[config.mk]
export PLATFORM = sky130hd
export DESIGN_NAME = tgpc_traffic_gen
export DESIGN_NICKNAME = d
export VERILOG_FILES = /design/src/hdl/tgpc_traffic_gen.v
export VERILOG_INCLUDE_DIRS = /design/src /design/src/include
export SDC_FILE = /design/constraint.sdc
export NUM_CORES = 1
export LEC_CHECK = 0
export ABC_AREA = 1
export BUFFER_PORTS_ARGS = -buffer_cell sky130_fd_sc_hd__clkbuf_2
export CORE_ASPECT_RATIO = 1.1
export CORE_MARGIN = 3
export CORE_UTILIZATION = 47
export DETAILED_ROUTE_END_ITERATION = 10
export GPL_ROUTABILITY_DRIVEN = 0
export HOLD_SLACK_MARGIN = 0.05
export MAX_ROUTING_LAYER = met4
export SETUP_SLACK_MARGIN = 0.15
export SLEW_MARGIN = 20
export SYNTH_ARGS = -nofsm -noshare
export SYNTH_HDL_FRONTEND = slang
export SYNTH_SLANG_ARGS = --single-unit
[constraint.sdc]
create_clock -name clk -period 2.8 [get_ports clk]
set_clock_uncertainty 0.15 [all_clocks]
set_input_delay 0.56 -clock clk [delete_from_list [all_inputs] [get_ports clk]]
set_output_delay 0.56 -clock clk [all_outputs]
set_load 0.02 [all_outputs]
[src/include/tgpc_regs.vh]
// Register offsets, field positions, reset values and sizes for the traffic generator.
`ifndef TGPC_REGS_VH
`define TGPC_REGS_VH
// ****************************************************************
// Register map (byte addresses)
// ****************************************************************
`define TGPC_ADDR_W 8
`define TGPC_REG_CTRL 8'h00
`define TGPC_REG_LOOPS 8'h04
`define TGPC_REG_GAP 8'h08
`define TGPC_REG_STATUS 8'h0C
`define TGPC_REG_SENT 8'h10
`define TGPC_REG_RECV 8'h14
`define TGPC_REG_ELAPSED 8'h18
`define TGPC_REG_BUFLEN 8'h1C
// ****************************************************************
// Control and status fields
// ****************************************************************
`define TGPC_CTRL_START 0
`define TGPC_CTRL_STOP 1
`define TGPC_CTRL_FREE 2
`define TGPC_CTRL_CLEAR 3
`define TGPC_STAT_RUN 0
`define TGPC_STAT_DONE 1
// ****************************************************************
// Sizes and reset values
// ****************************************************************
`define TGPC_CNT_W 16
`define TGPC_PERF_W 32
`define TGPC_BUF_AW 8
`define TGPC_ZERO16 16'h0000
`define TGPC_ONE16 16'h0001
`define TGPC_ZERO32 32'h00000000
`define TGPC_ONE32 32'h00000001
`define TGPC_ZERO8 8'h00
`define TGPC_ONE8 8'h01
`define TGPC_BUFLEN_RST 8'h01
`endif

[src/hdl/tgpc_traffic_gen.v]
// Traffic generator with loop/gap control and performance counters.
//
// Our own choices: the address map and the address-and-strobe port.
`timescale 1ns/10ps
`include "tgpc_regs.vh"

module tgpc_traffic_gen (
    input wire clk,
    input wire sys_rst,
    input wire clkEn,
    input wire [`TGPC_ADDR_W-1:0] regAddr,
    input wire [31:0] regWrData,
    input wire regWrStb,
    input wire regRdStb,
    output wire [31:0] regRdData,
    output wire txValid,
    input wire txReady,
    output wire [`TGPC_BUF_AW-1:0] txIndex,
    output wire txLast,
    input wire cplDataStb,
    output wire running
);
    // ****************************************************************
    // State encoding
    // ****************************************************************
    localparam [2:0] ST_IDLE = 3'b001;
    localparam [2:0] ST_SEND = 3'b010;
    localparam [2:0] ST_GAP = 3'b100;

    // ****************************************************************
    // Register storage
    // ****************************************************************
    reg [2:0] state_r;
    reg freeMode_r;
    reg done_r;
    reg [`TGPC_CNT_W-1:0] loopCfg_r;
    reg [`TGPC_CNT_W-1:0] gapCfg_r;
    reg [`TGPC_BUF_AW-1:0] bufLen_r;
    reg [`TGPC_BUF_AW-1:0] txIndex_r;
    reg [`TGPC_CNT_W-1:0] loopsLeft_r;
    reg [`TGPC_CNT_W-1:0] gapLeft_r;
    reg [`TGPC_PERF_W-1:0] sentCnt_r;
    reg [`TGPC_PERF_W-1:0] recvCnt_r;
    reg [`TGPC_PERF_W-1:0] elapsedCnt_r;
    reg [31:0] regRdData_r;

    // ****************************************************************
    // Command decode
    // ****************************************************************
    wire wrCtrl = regWrStb && (regAddr == `TGPC_REG_CTRL);
    wire startCmd = wrCtrl && regWrData[`TGPC_CTRL_START];
    wire stopCmd = wrCtrl && regWrData[`TGPC_CTRL_STOP];
    wire clearCmd = wrCtrl && regWrData[`TGPC_CTRL_CLEAR];
    // The mode bit written with start governs that start, so a free run needs no loop count.
    wire freeReq = regWrData[`TGPC_CTRL_FREE];
    wire startOk = startCmd && !stopCmd && (state_r == ST_IDLE) && (freeReq || loopCfg_r != `TGPC_ZERO16);
    wire sendBeat = (state_r == ST_SEND) && txReady;
    wire lastBeat = sendBeat && (txIndex_r == bufLen_r - `TGPC_ONE8);
    // The count includes the pass in progress, so the final pass is the one that sees one.
    wire moreLoops = freeMode_r || (loopsLeft_r > `TGPC_ONE16);
    wire endRun = lastBeat && !moreLoops && !stopCmd;

    // ****************************************************************
    // Stream handshake outputs
    // ****************************************************************
    assign txValid = (state_r == ST_SEND);
    assign txLast = (state_r == ST_SEND) && (txIndex_r == bufLen_r - `TGPC_ONE8);
    assign txIndex = txIndex_r;
    assign running = (state_r != ST_IDLE);

    // ****************************************************************
    // Configuration registers
    // ****************************************************************
    always @(posedge clk) begin
        if (sys_rst) begin
            freeMode_r <= 1'b0;
            loopCfg_r <= `TGPC_ONE16;
            gapCfg_r <= `TGPC_ZERO16;
            bufLen_r <= `TGPC_BUFLEN_RST;
        end else if (clkEn && regWrStb) begin
            case (regAddr)
                `TGPC_REG_CTRL: begin
                    if (state_r == ST_IDLE) begin
                        freeMode_r <= regWrData[`TGPC_CTRL_FREE];
                    end
                end
                `TGPC_REG_LOOPS: loopCfg_r <= regWrData[`TGPC_CNT_W-1:0];
                `TGPC_REG_GAP: gapCfg_r <= regWrData[`TGPC_CNT_W-1:0];
                `TGPC_REG_BUFLEN: begin
                    // A zero length would put the last beat at index 255 (a 256-beat pass), so a write of zero is ignored and the length keeps its value.
                    if (regWrData[`TGPC_BUF_AW-1:0] != `TGPC_ZERO8) begin
                        bufLen_r <= regWrData[`TGPC_BUF_AW-1:0];
                    end
                end
                default: begin
                end
            endcase
        end
    end

    // ****************************************************************
    // Replay sequencer
    // ****************************************************************
    always @(posedge clk) begin
        if (sys_rst) begin
            state_r <= ST_IDLE;
            txIndex_r <= `TGPC_ZERO8;
            loopsLeft_r <= `TGPC_ZERO16;
            gapLeft_r <= `TGPC_ZERO16;
        end else if (clkEn) begin
            if (stopCmd) begin
                state_r <= ST_IDLE;
                txIndex_r <= `TGPC_ZERO8;
            end else begin
                case (state_r)
                    ST_IDLE: begin
                        if (startOk) begin
                            state_r <= ST_SEND;
                            loopsLeft_r <= loopCfg_r;
                            txIndex_r <= `TGPC_ZERO8;
                        end
                    end
                    ST_SEND: begin
                        if (lastBeat) begin
                            txIndex_r <= `TGPC_ZERO8;
                            if (!freeMode_r) begin
                                loopsLeft_r <= loopsLeft_r - `TGPC_ONE16;
                            end
                            if (!moreLoops) begin
                                state_r <= ST_IDLE;
                            end else if (gapCfg_r != `TGPC_ZERO16) begin
                                state_r <= ST_GAP;
                                gapLeft_r <= gapCfg_r;
                            end
                        end else if (sendBeat) begin
                            txIndex_r <= txIndex_r + `TGPC_ONE8;
                        end
                    end
                    ST_GAP: begin
                        if (gapLeft_r == `TGPC_ONE16) begin
                            state_r <= ST_SEND;
                        end
                        gapLeft_r <= gapLeft_r - `TGPC_ONE16;
                    end
                    default: state_r <= ST_IDLE;
                endcase
            end
        end
    end

    // ****************************************************************
    // Completion flag
    // ****************************************************************
    // Set and clear never meet: a run ends only in send, a start is taken only in idle.
    always @(posedge clk) begin
        if (sys_rst) begin
            done_r <= 1'b0;
        end else if (clkEn) begin
            if (endRun) begin
                done_r <= 1'b1;
            end else if (startOk) begin
                done_r <= 1'b0;
            end
        end
    end

    // ****************************************************************
    // Performance counters
    // ****************************************************************
    // A new start does not clear the counters; only the clear command and reset do, so
    // a bounded run accumulates end to end and software clears between samples.
    always @(posedge clk) begin
        if (sys_rst) begin
            sentCnt_r <= `TGPC_ZERO32;
            recvCnt_r <= `TGPC_ZERO32;
            elapsedCnt_r <= `TGPC_ZERO32;
        end else if (clkEn) begin
            if (clearCmd) begin
                // An event in the clearing cycle is kept as a count of one.
                sentCnt_r <= sendBeat ? `TGPC_ONE32 : `TGPC_ZERO32;
                recvCnt_r <= cplDataStb ? `TGPC_ONE32 : `TGPC_ZERO32;
                elapsedCnt_r <= running ? `TGPC_ONE32 : `TGPC_ZERO32;
            end else begin
                if (sendBeat) begin
                    sentCnt_r <= sentCnt_r + `TGPC_ONE32;
                end
                if (cplDataStb) begin
                    recvCnt_r <= recvCnt_r + `TGPC_ONE32;
                end
                if (running) begin
                    elapsedCnt_r <= elapsedCnt_r + `TGPC_ONE32;
                end
            end
        end
    end

    // ****************************************************************
    // Register read port
    // ****************************************************************
    always @(posedge clk) begin
        if (sys_rst) begin
            regRdData_r <= `TGPC_ZERO32;
        end else if (clkEn && regRdStb) begin
            case (regAddr)
                `TGPC_REG_CTRL: regRdData_r <= {29'h0, freeMode_r, 2'h0};
                `TGPC_REG_LOOPS: regRdData_r <= {16'h0, loopCfg_r};
                `TGPC_REG_GAP: regRdData_r <= {16'h0, gapCfg_r};
                `TGPC_REG_STATUS: regRdData_r <= {30'h0, done_r, running};
                `TGPC_REG_SENT: regRdData_r <= sentCnt_r;
                `TGPC_REG_RECV: regRdData_r <= recvCnt_r;
                `TGPC_REG_ELAPSED: regRdData_r <= elapsedCnt_r;
                `TGPC_REG_BUFLEN: regRdData_r <= {24'h0, bufLen_r};
                default: regRdData_r <= `TGPC_ZERO32;
            endcase
        end
    end

    assign regRdData = regRdData_r;
endmodule

# [Word-level counts from Yosys, hierarchy flattened]
# Index checks and enable logic that the tools add are counted.
[op_classes] bitwise_logic=1 reduce_logical=41 mux=32 eq_ne=23 order_cmp=1 add_sub_neg=7
[ops] cell="case mux 32 bit (8 select lines)" n=1
[ops] cell="two-way mux 32 bit" n=6
[ops] cell="adder 32 x 1 -> 32 bit (second input constant)" n=3
[ops] cell="two-way mux 16 bit" n=6
[ops] cell="case mux 16 bit (2 select lines)" n=2
[ops] cell="equality test 8 x 5 -> 1 bit (second input constant)" n=4
[ops] cell="two-way mux 8 bit" n=4
[ops] cell="nonzero test 16 bit" n=2
[ops] cell="subtractor 16 x 1 -> 16 bit (second input constant)" n=2
[ops] cell="two-way mux 3 bit" n=6
[ops] cell="equality test 16 x 1 -> 1 bit (second input constant)" n=1
[ops] cell="equality test 8 x 4 -> 1 bit (second input constant)" n=2
[ops] cell="greater-than comparator 16 x 1 -> 1 bit (second input constant)" n=1
[ops] cell="case mux 8 bit (2 select lines)" n=1
[ops] cell="logical AND 1 bit" n=14
[ops] cell="AND reduction 2 bit" n=6
[ops] cell="AND reduction 6 bit" n=2
[ops] cell="nonzero test 2 bit" n=6
[ops] cell="case mux 3 bit (3 select lines)" n=1
[ops] cell="adder 8 x 1 -> 8 bit (second input constant)" n=1
[ops] cell="equality test 8 x 3 -> 1 bit (second input constant)" n=1
[ops] cell="equality test 8 bit" n=1
[ops] cell="logical NOT 8 bit" n=1
[ops] cell="nonzero test 8 bit" n=1
[ops] cell="other kinds (18)" n=30
[word_totals] out_inout_bits=43 in_bits=47 regBits=213

# [Longest topological paths before layout]
[depth] ltp_word=10 mapped_depth=17 mapped_depth_nobuf=16

# [Worst setup path before layout]
# Ideal clock, no wire load.
[synth_path] path_kind="flip-flop to output port" from="reg bufLen_r[0]" to="out txLast" slack_ns=0.329 t_arrival_ns=1.761 t_required_ns=2.090 stages_incl_launch_ff=9 n_path_buf=0 cell_sequence="dfxtp_1 inv_1 ha_1 nand2_1 inv_2 nand2_1 nand3_1 nand3_1 nor4_1"
[synth_between] elab_chain_cells=3
[synth_rtl] element="start: declaration" line="tgpc_traffic_gen.v:38" rtl="reg [`TGPC_BUF_AW-1:0] bufLen_r;"
[synth_rtl] element="start signal: assignment" line="tgpc_traffic_gen.v:79" rtl="bufLen_r <= `TGPC_BUFLEN_RST;"
[synth_rtl] element="start signal: assignment" line="tgpc_traffic_gen.v:92" rtl="bufLen_r <= regWrData[`TGPC_BUF_AW-1:0];"
[synth_rtl] element="subtractor 8 x 1 -> 8 bit (no source line)"
[synth_rtl] element="equality test 8 bit (no source line)"
[synth_rtl] element="logical AND 1 bit" line="tgpc_traffic_gen.v:67" rtl="assign txLast = (state_r == ST_SEND) && (txIndex_r == bufLen_r - `TGPC_ONE8);"
[synth_rtl] element="end: declaration" line="tgpc_traffic_gen.v:19" rtl="output wire txLast,"
# No other way between the ends.

# [Final worst setup path]
[layout_path] from="reg bufLen_r[1]" to="reg loopsLeft_r[7]"
[layout_between] elab_chain_cells=5
[layout_rtl] element="subtractor 8 x 1 -> 8 bit (no source line)"
[layout_rtl] element="equality test 8 bit (no source line)"
[layout_rtl] element="logical AND 1 bit" line="tgpc_traffic_gen.v:58" rtl="wire lastBeat = sendBeat && (txIndex_r == bufLen_r - `TGPC_ONE8);"
[layout_rtl] element="inequality test 2 x 1 -> 1 bit (no source line)"
[layout_rtl] element="AND reduction 6 bit (no source line)"
[layout_rtl] element="end signal: assignment" line="tgpc_traffic_gen.v:108" rtl="loopsLeft_r <= `TGPC_ZERO16;"
[layout_rtl] element="end signal: assignment" line="tgpc_traffic_gen.v:119" rtl="loopsLeft_r <= loopCfg_r;"
[layout_rtl] element="end signal: assignment" line="tgpc_traffic_gen.v:127" rtl="loopsLeft_r <= loopsLeft_r - `TGPC_ONE16;"
[layout_rtl] element="end: declaration" line="tgpc_traffic_gen.v:40" rtl="reg [`TGPC_CNT_W-1:0] loopsLeft_r;"
# No other way between the ends.
# A chain may end at the register's enable or synchronous reset.

==> run summary <==
Status = finished with violations
Failing checks = negative setup slack
Worst VDD drop = 0.573 mV
Initial DRC Count = 1121
Post-synth EDFFs = 0
CTS sink count = 213
Htree depth = 1
Final period util = 103%
Gate Count Post-Synth = 1953
Fmax = 0.347 GHz
# Max-Cap Violations = 0
Share of layout cells above drive strength 1 = 12.6%
# placed instances = 2332
Slew Limit Fails = 0
Fin. Hold Viols = 0
Root Buffer = clkbuf_16
Min Tclk post-route = 2.89 ns
Die height = 176 um
Largest net degree at the start of global routing = 78
Synth top area share = 34.7%
Initial antenna violation count = 0
Max Root-Sink Buffers = 3
Post-synthesis sequential area ratio = 34.7%
Starting density of the core = 48.2%
TNS Setup = -1.06 ns
# nets final = 2097
Dpl hpwl = 31.1 mm
Sequential cell area = 0.00427 mm^2
I/O pins = 90
Most instantiated cells after synthesis = 473 x nand2_1, 242 x nor2_1, 217 x inv_1
Core area = 0.0255 mm^2
Die width = 160 um
Dominant delay contributor by cell family on the critical path = simple AND/OR/NAND/NOR gates
Die ar. = 0.0281 mm^2
CTS tree = done
Synth Flop Type = dfxtp_1
Drc violations = 0
Crit end category = flip-flop
Multi-input logic area = 0.00709 mm^2
Syn. warnings = 0
DR WL/cell = 17.7 um
Clock latency on the worst-skew pair = 0.54 ns
Post-synth net total = 2009
Critical Path Start Type = flip-flop
Slew headroom = 44.1%
Final worst slack = -0.0852 ns
Worst EP required = 3.13 ns
DP Worst Slack = 0.0554 ns
Crit path max fanout = 5
Area leader, netlist = dfxtp_1
Antenna-violating nets left = 0
Vias in the first global route = 12400
Total CTS buffers = 26
Final hold slack = 0.178 ns
Syn Area/Cell = 6.29 um^2
Count leader, synth = nand2_1
Cell repeated most along the worst path = buf_4
Crit path kind = reg -> reg
Worst min path class = in -> reg
GRT Overall Usage = 29.8%
Final wirelength = 42.6 mm
Slowest-stage cell, CP = dfxtp_2
Yosys reg bits = 213
Crit path cell chain = inv_2 > ha_4 > nand2_2 > nand2_2 > buf_4 > buf_4 > buf_4 > buf_4 > buf_4 > buf_4 > buf_4 > nand2_1 > nor2_1 > nand3_1 > nor2_1 > nand3_2 > nand2_4 > nand2_4 > clkbuf_16 > nand2_2 > nand2_1 > nor2_1
Hold-fix buffers, CTS = 0
Reg clk slew, reported paths = 0.06 ns
Synthesis-to-finish area growth = 17.5%
Final Non-Filler Cells = 2405
Ys async rst share = 0%
RR Startpoint = bufLen_r[1]
Leak Pwr = 5.75 nW
Vias = 13400
Via density = 5.56
Worst-Margin Slew = 0.839 ns
Crit path DAT = 3.21 ns
Critical path buffer and inverter count = 9
Worst Setup SP = bufLen_r[1]
Residual overflow from global routing = 0
Power Dens Cells = 678 mW/mm^2
Synth top area cells = dfxtp_1 35%, nand2_1 14%, a21oi_1 7.5%
DRT Pass-1 Iters = 5
Port Buf Inserts = 73
Crit-path max cell delay = 0.34 ns
Synth cell types = 46
Hold Startpoint = regWrData[13]
Inserted Diodes = 0
RSZ-0062 raised after global routing = yes
Final setup fails = 32
Row count = 61
Global-route wire length before repair = 66.2 mm
Cell area after synthesis = 0.0123 mm^2
Fillers = 2637
-- flip-flops by register name (all words and copies together), names as in the netlist --
name,flops
state_r,3
bufLen_r,8
sentCnt_r,32
txIndex,8
elapsedCnt_r,32
loopCfg_r,16
recvCnt_r,32
done_r,1
freeMode_r,1
loopsLeft_r,16
gapCfg_r,16
regRdData,32
gapLeft_r,16
-- timing repair --
action,4_1_cts,5_1_grt
gates cloned,0,3
setup buffers,17,7
gates resized for setup,16,68
endpoints found under the hold margin,0,0
pin swaps,4,13
endpoints found under the setup margin,9,45
-- metrics by stage --
| stage | total power (W) | area, um^2 | util [%] |
|---|---|---|---|
| after global placement | 0.00598 | 13000 | 51.1 |
| after global routing | 0.0104 | 14400 | 56.6 |
| after detailed placement | 0.00602 | 13000 | 51.1 |
| after floorplan | 0.00537 | 12300 | - |
| final | 0.00979 | 14400 | 56.6 |
| after CTS | 0.00960 | 14100 | 55.2 |
-- tightest hold or removal path, cell delays in order --
cell	delay, ns
clkbuf_2	0.10
o21ai_1	0.06
a21oi_1	0.10
-- path summary, 6_finish.rpt --
path | depth (start not counted) | slack [ns] | to
min reg2reg | 2 | 0.31 | regRdData[16]
max | 22 | -0.09 | loopsLeft_r[7]
max reg2reg | 22 | -0.09 | loopsLeft_r[7]
min | 3 | 0.18 | loopCfg_r[13]
-- layout by cell type (no fill, tap or decap), types with 13 or more instances in the layout --
cell	n
a21oi_1	181
buf_4	41
buf_6	13
clkbuf_16	29
clkbuf_2	72
dfxtp_1	209
inv_1	212
inv_2	17
nand2_1	450
nand2_2	25
nand3_1	131
nand4_1	54
nor2_1	231
nor3_1	61
nor4_1	19
o21ai_0	118
o221ai_1	14
o22ai_1	24
xor2_1	25
-- report_power, final --
group | internal (W) | switching, W
clock network | 0.00209 | 0.00139
registers | 0.00322 | 0.000211
logic | 0.00103 | 0.00184
total | 0.00635 | 0.00344
-- per-layer routing --
layer  share of wire, %  GRT usage (%)  vias up
met5                  0              -        -
met3                5.1           2.88      107
met2                 48           51.2      441
met4                4.7           11.8        0
met1                 42           36.0     6183
li1                   -              -     6648
-- cells by family (layout without fill, tap and decap cells) --
kind of cell | count (synthesis) | count (layout) | share of synthesized area, %
buffers and inverters | 301 | 406 | 9.49
and+or+nand+nor | 1024 | 1025 | 36.2
DFF | 213 | 213 | 34.7
xor gates and xnor gates | 29 | 29 | 2.07
adders and majority gates | 9 | 9 | 0.917
AOI/OAI and AO/OA | 377 | 377 | 16.6
-- final cells by class --
class                      count  share of cell area [%]
clock buffer                  34                    5.00
clock inverter                12                    1.07
inverter                     230                    5.98
multi-input combinational   1440                    49.1
sequential                   213                    29.6
tap                          346                    3.00
timing repair buffer         130                    6.27
Power figures use the tool's default switching activity.
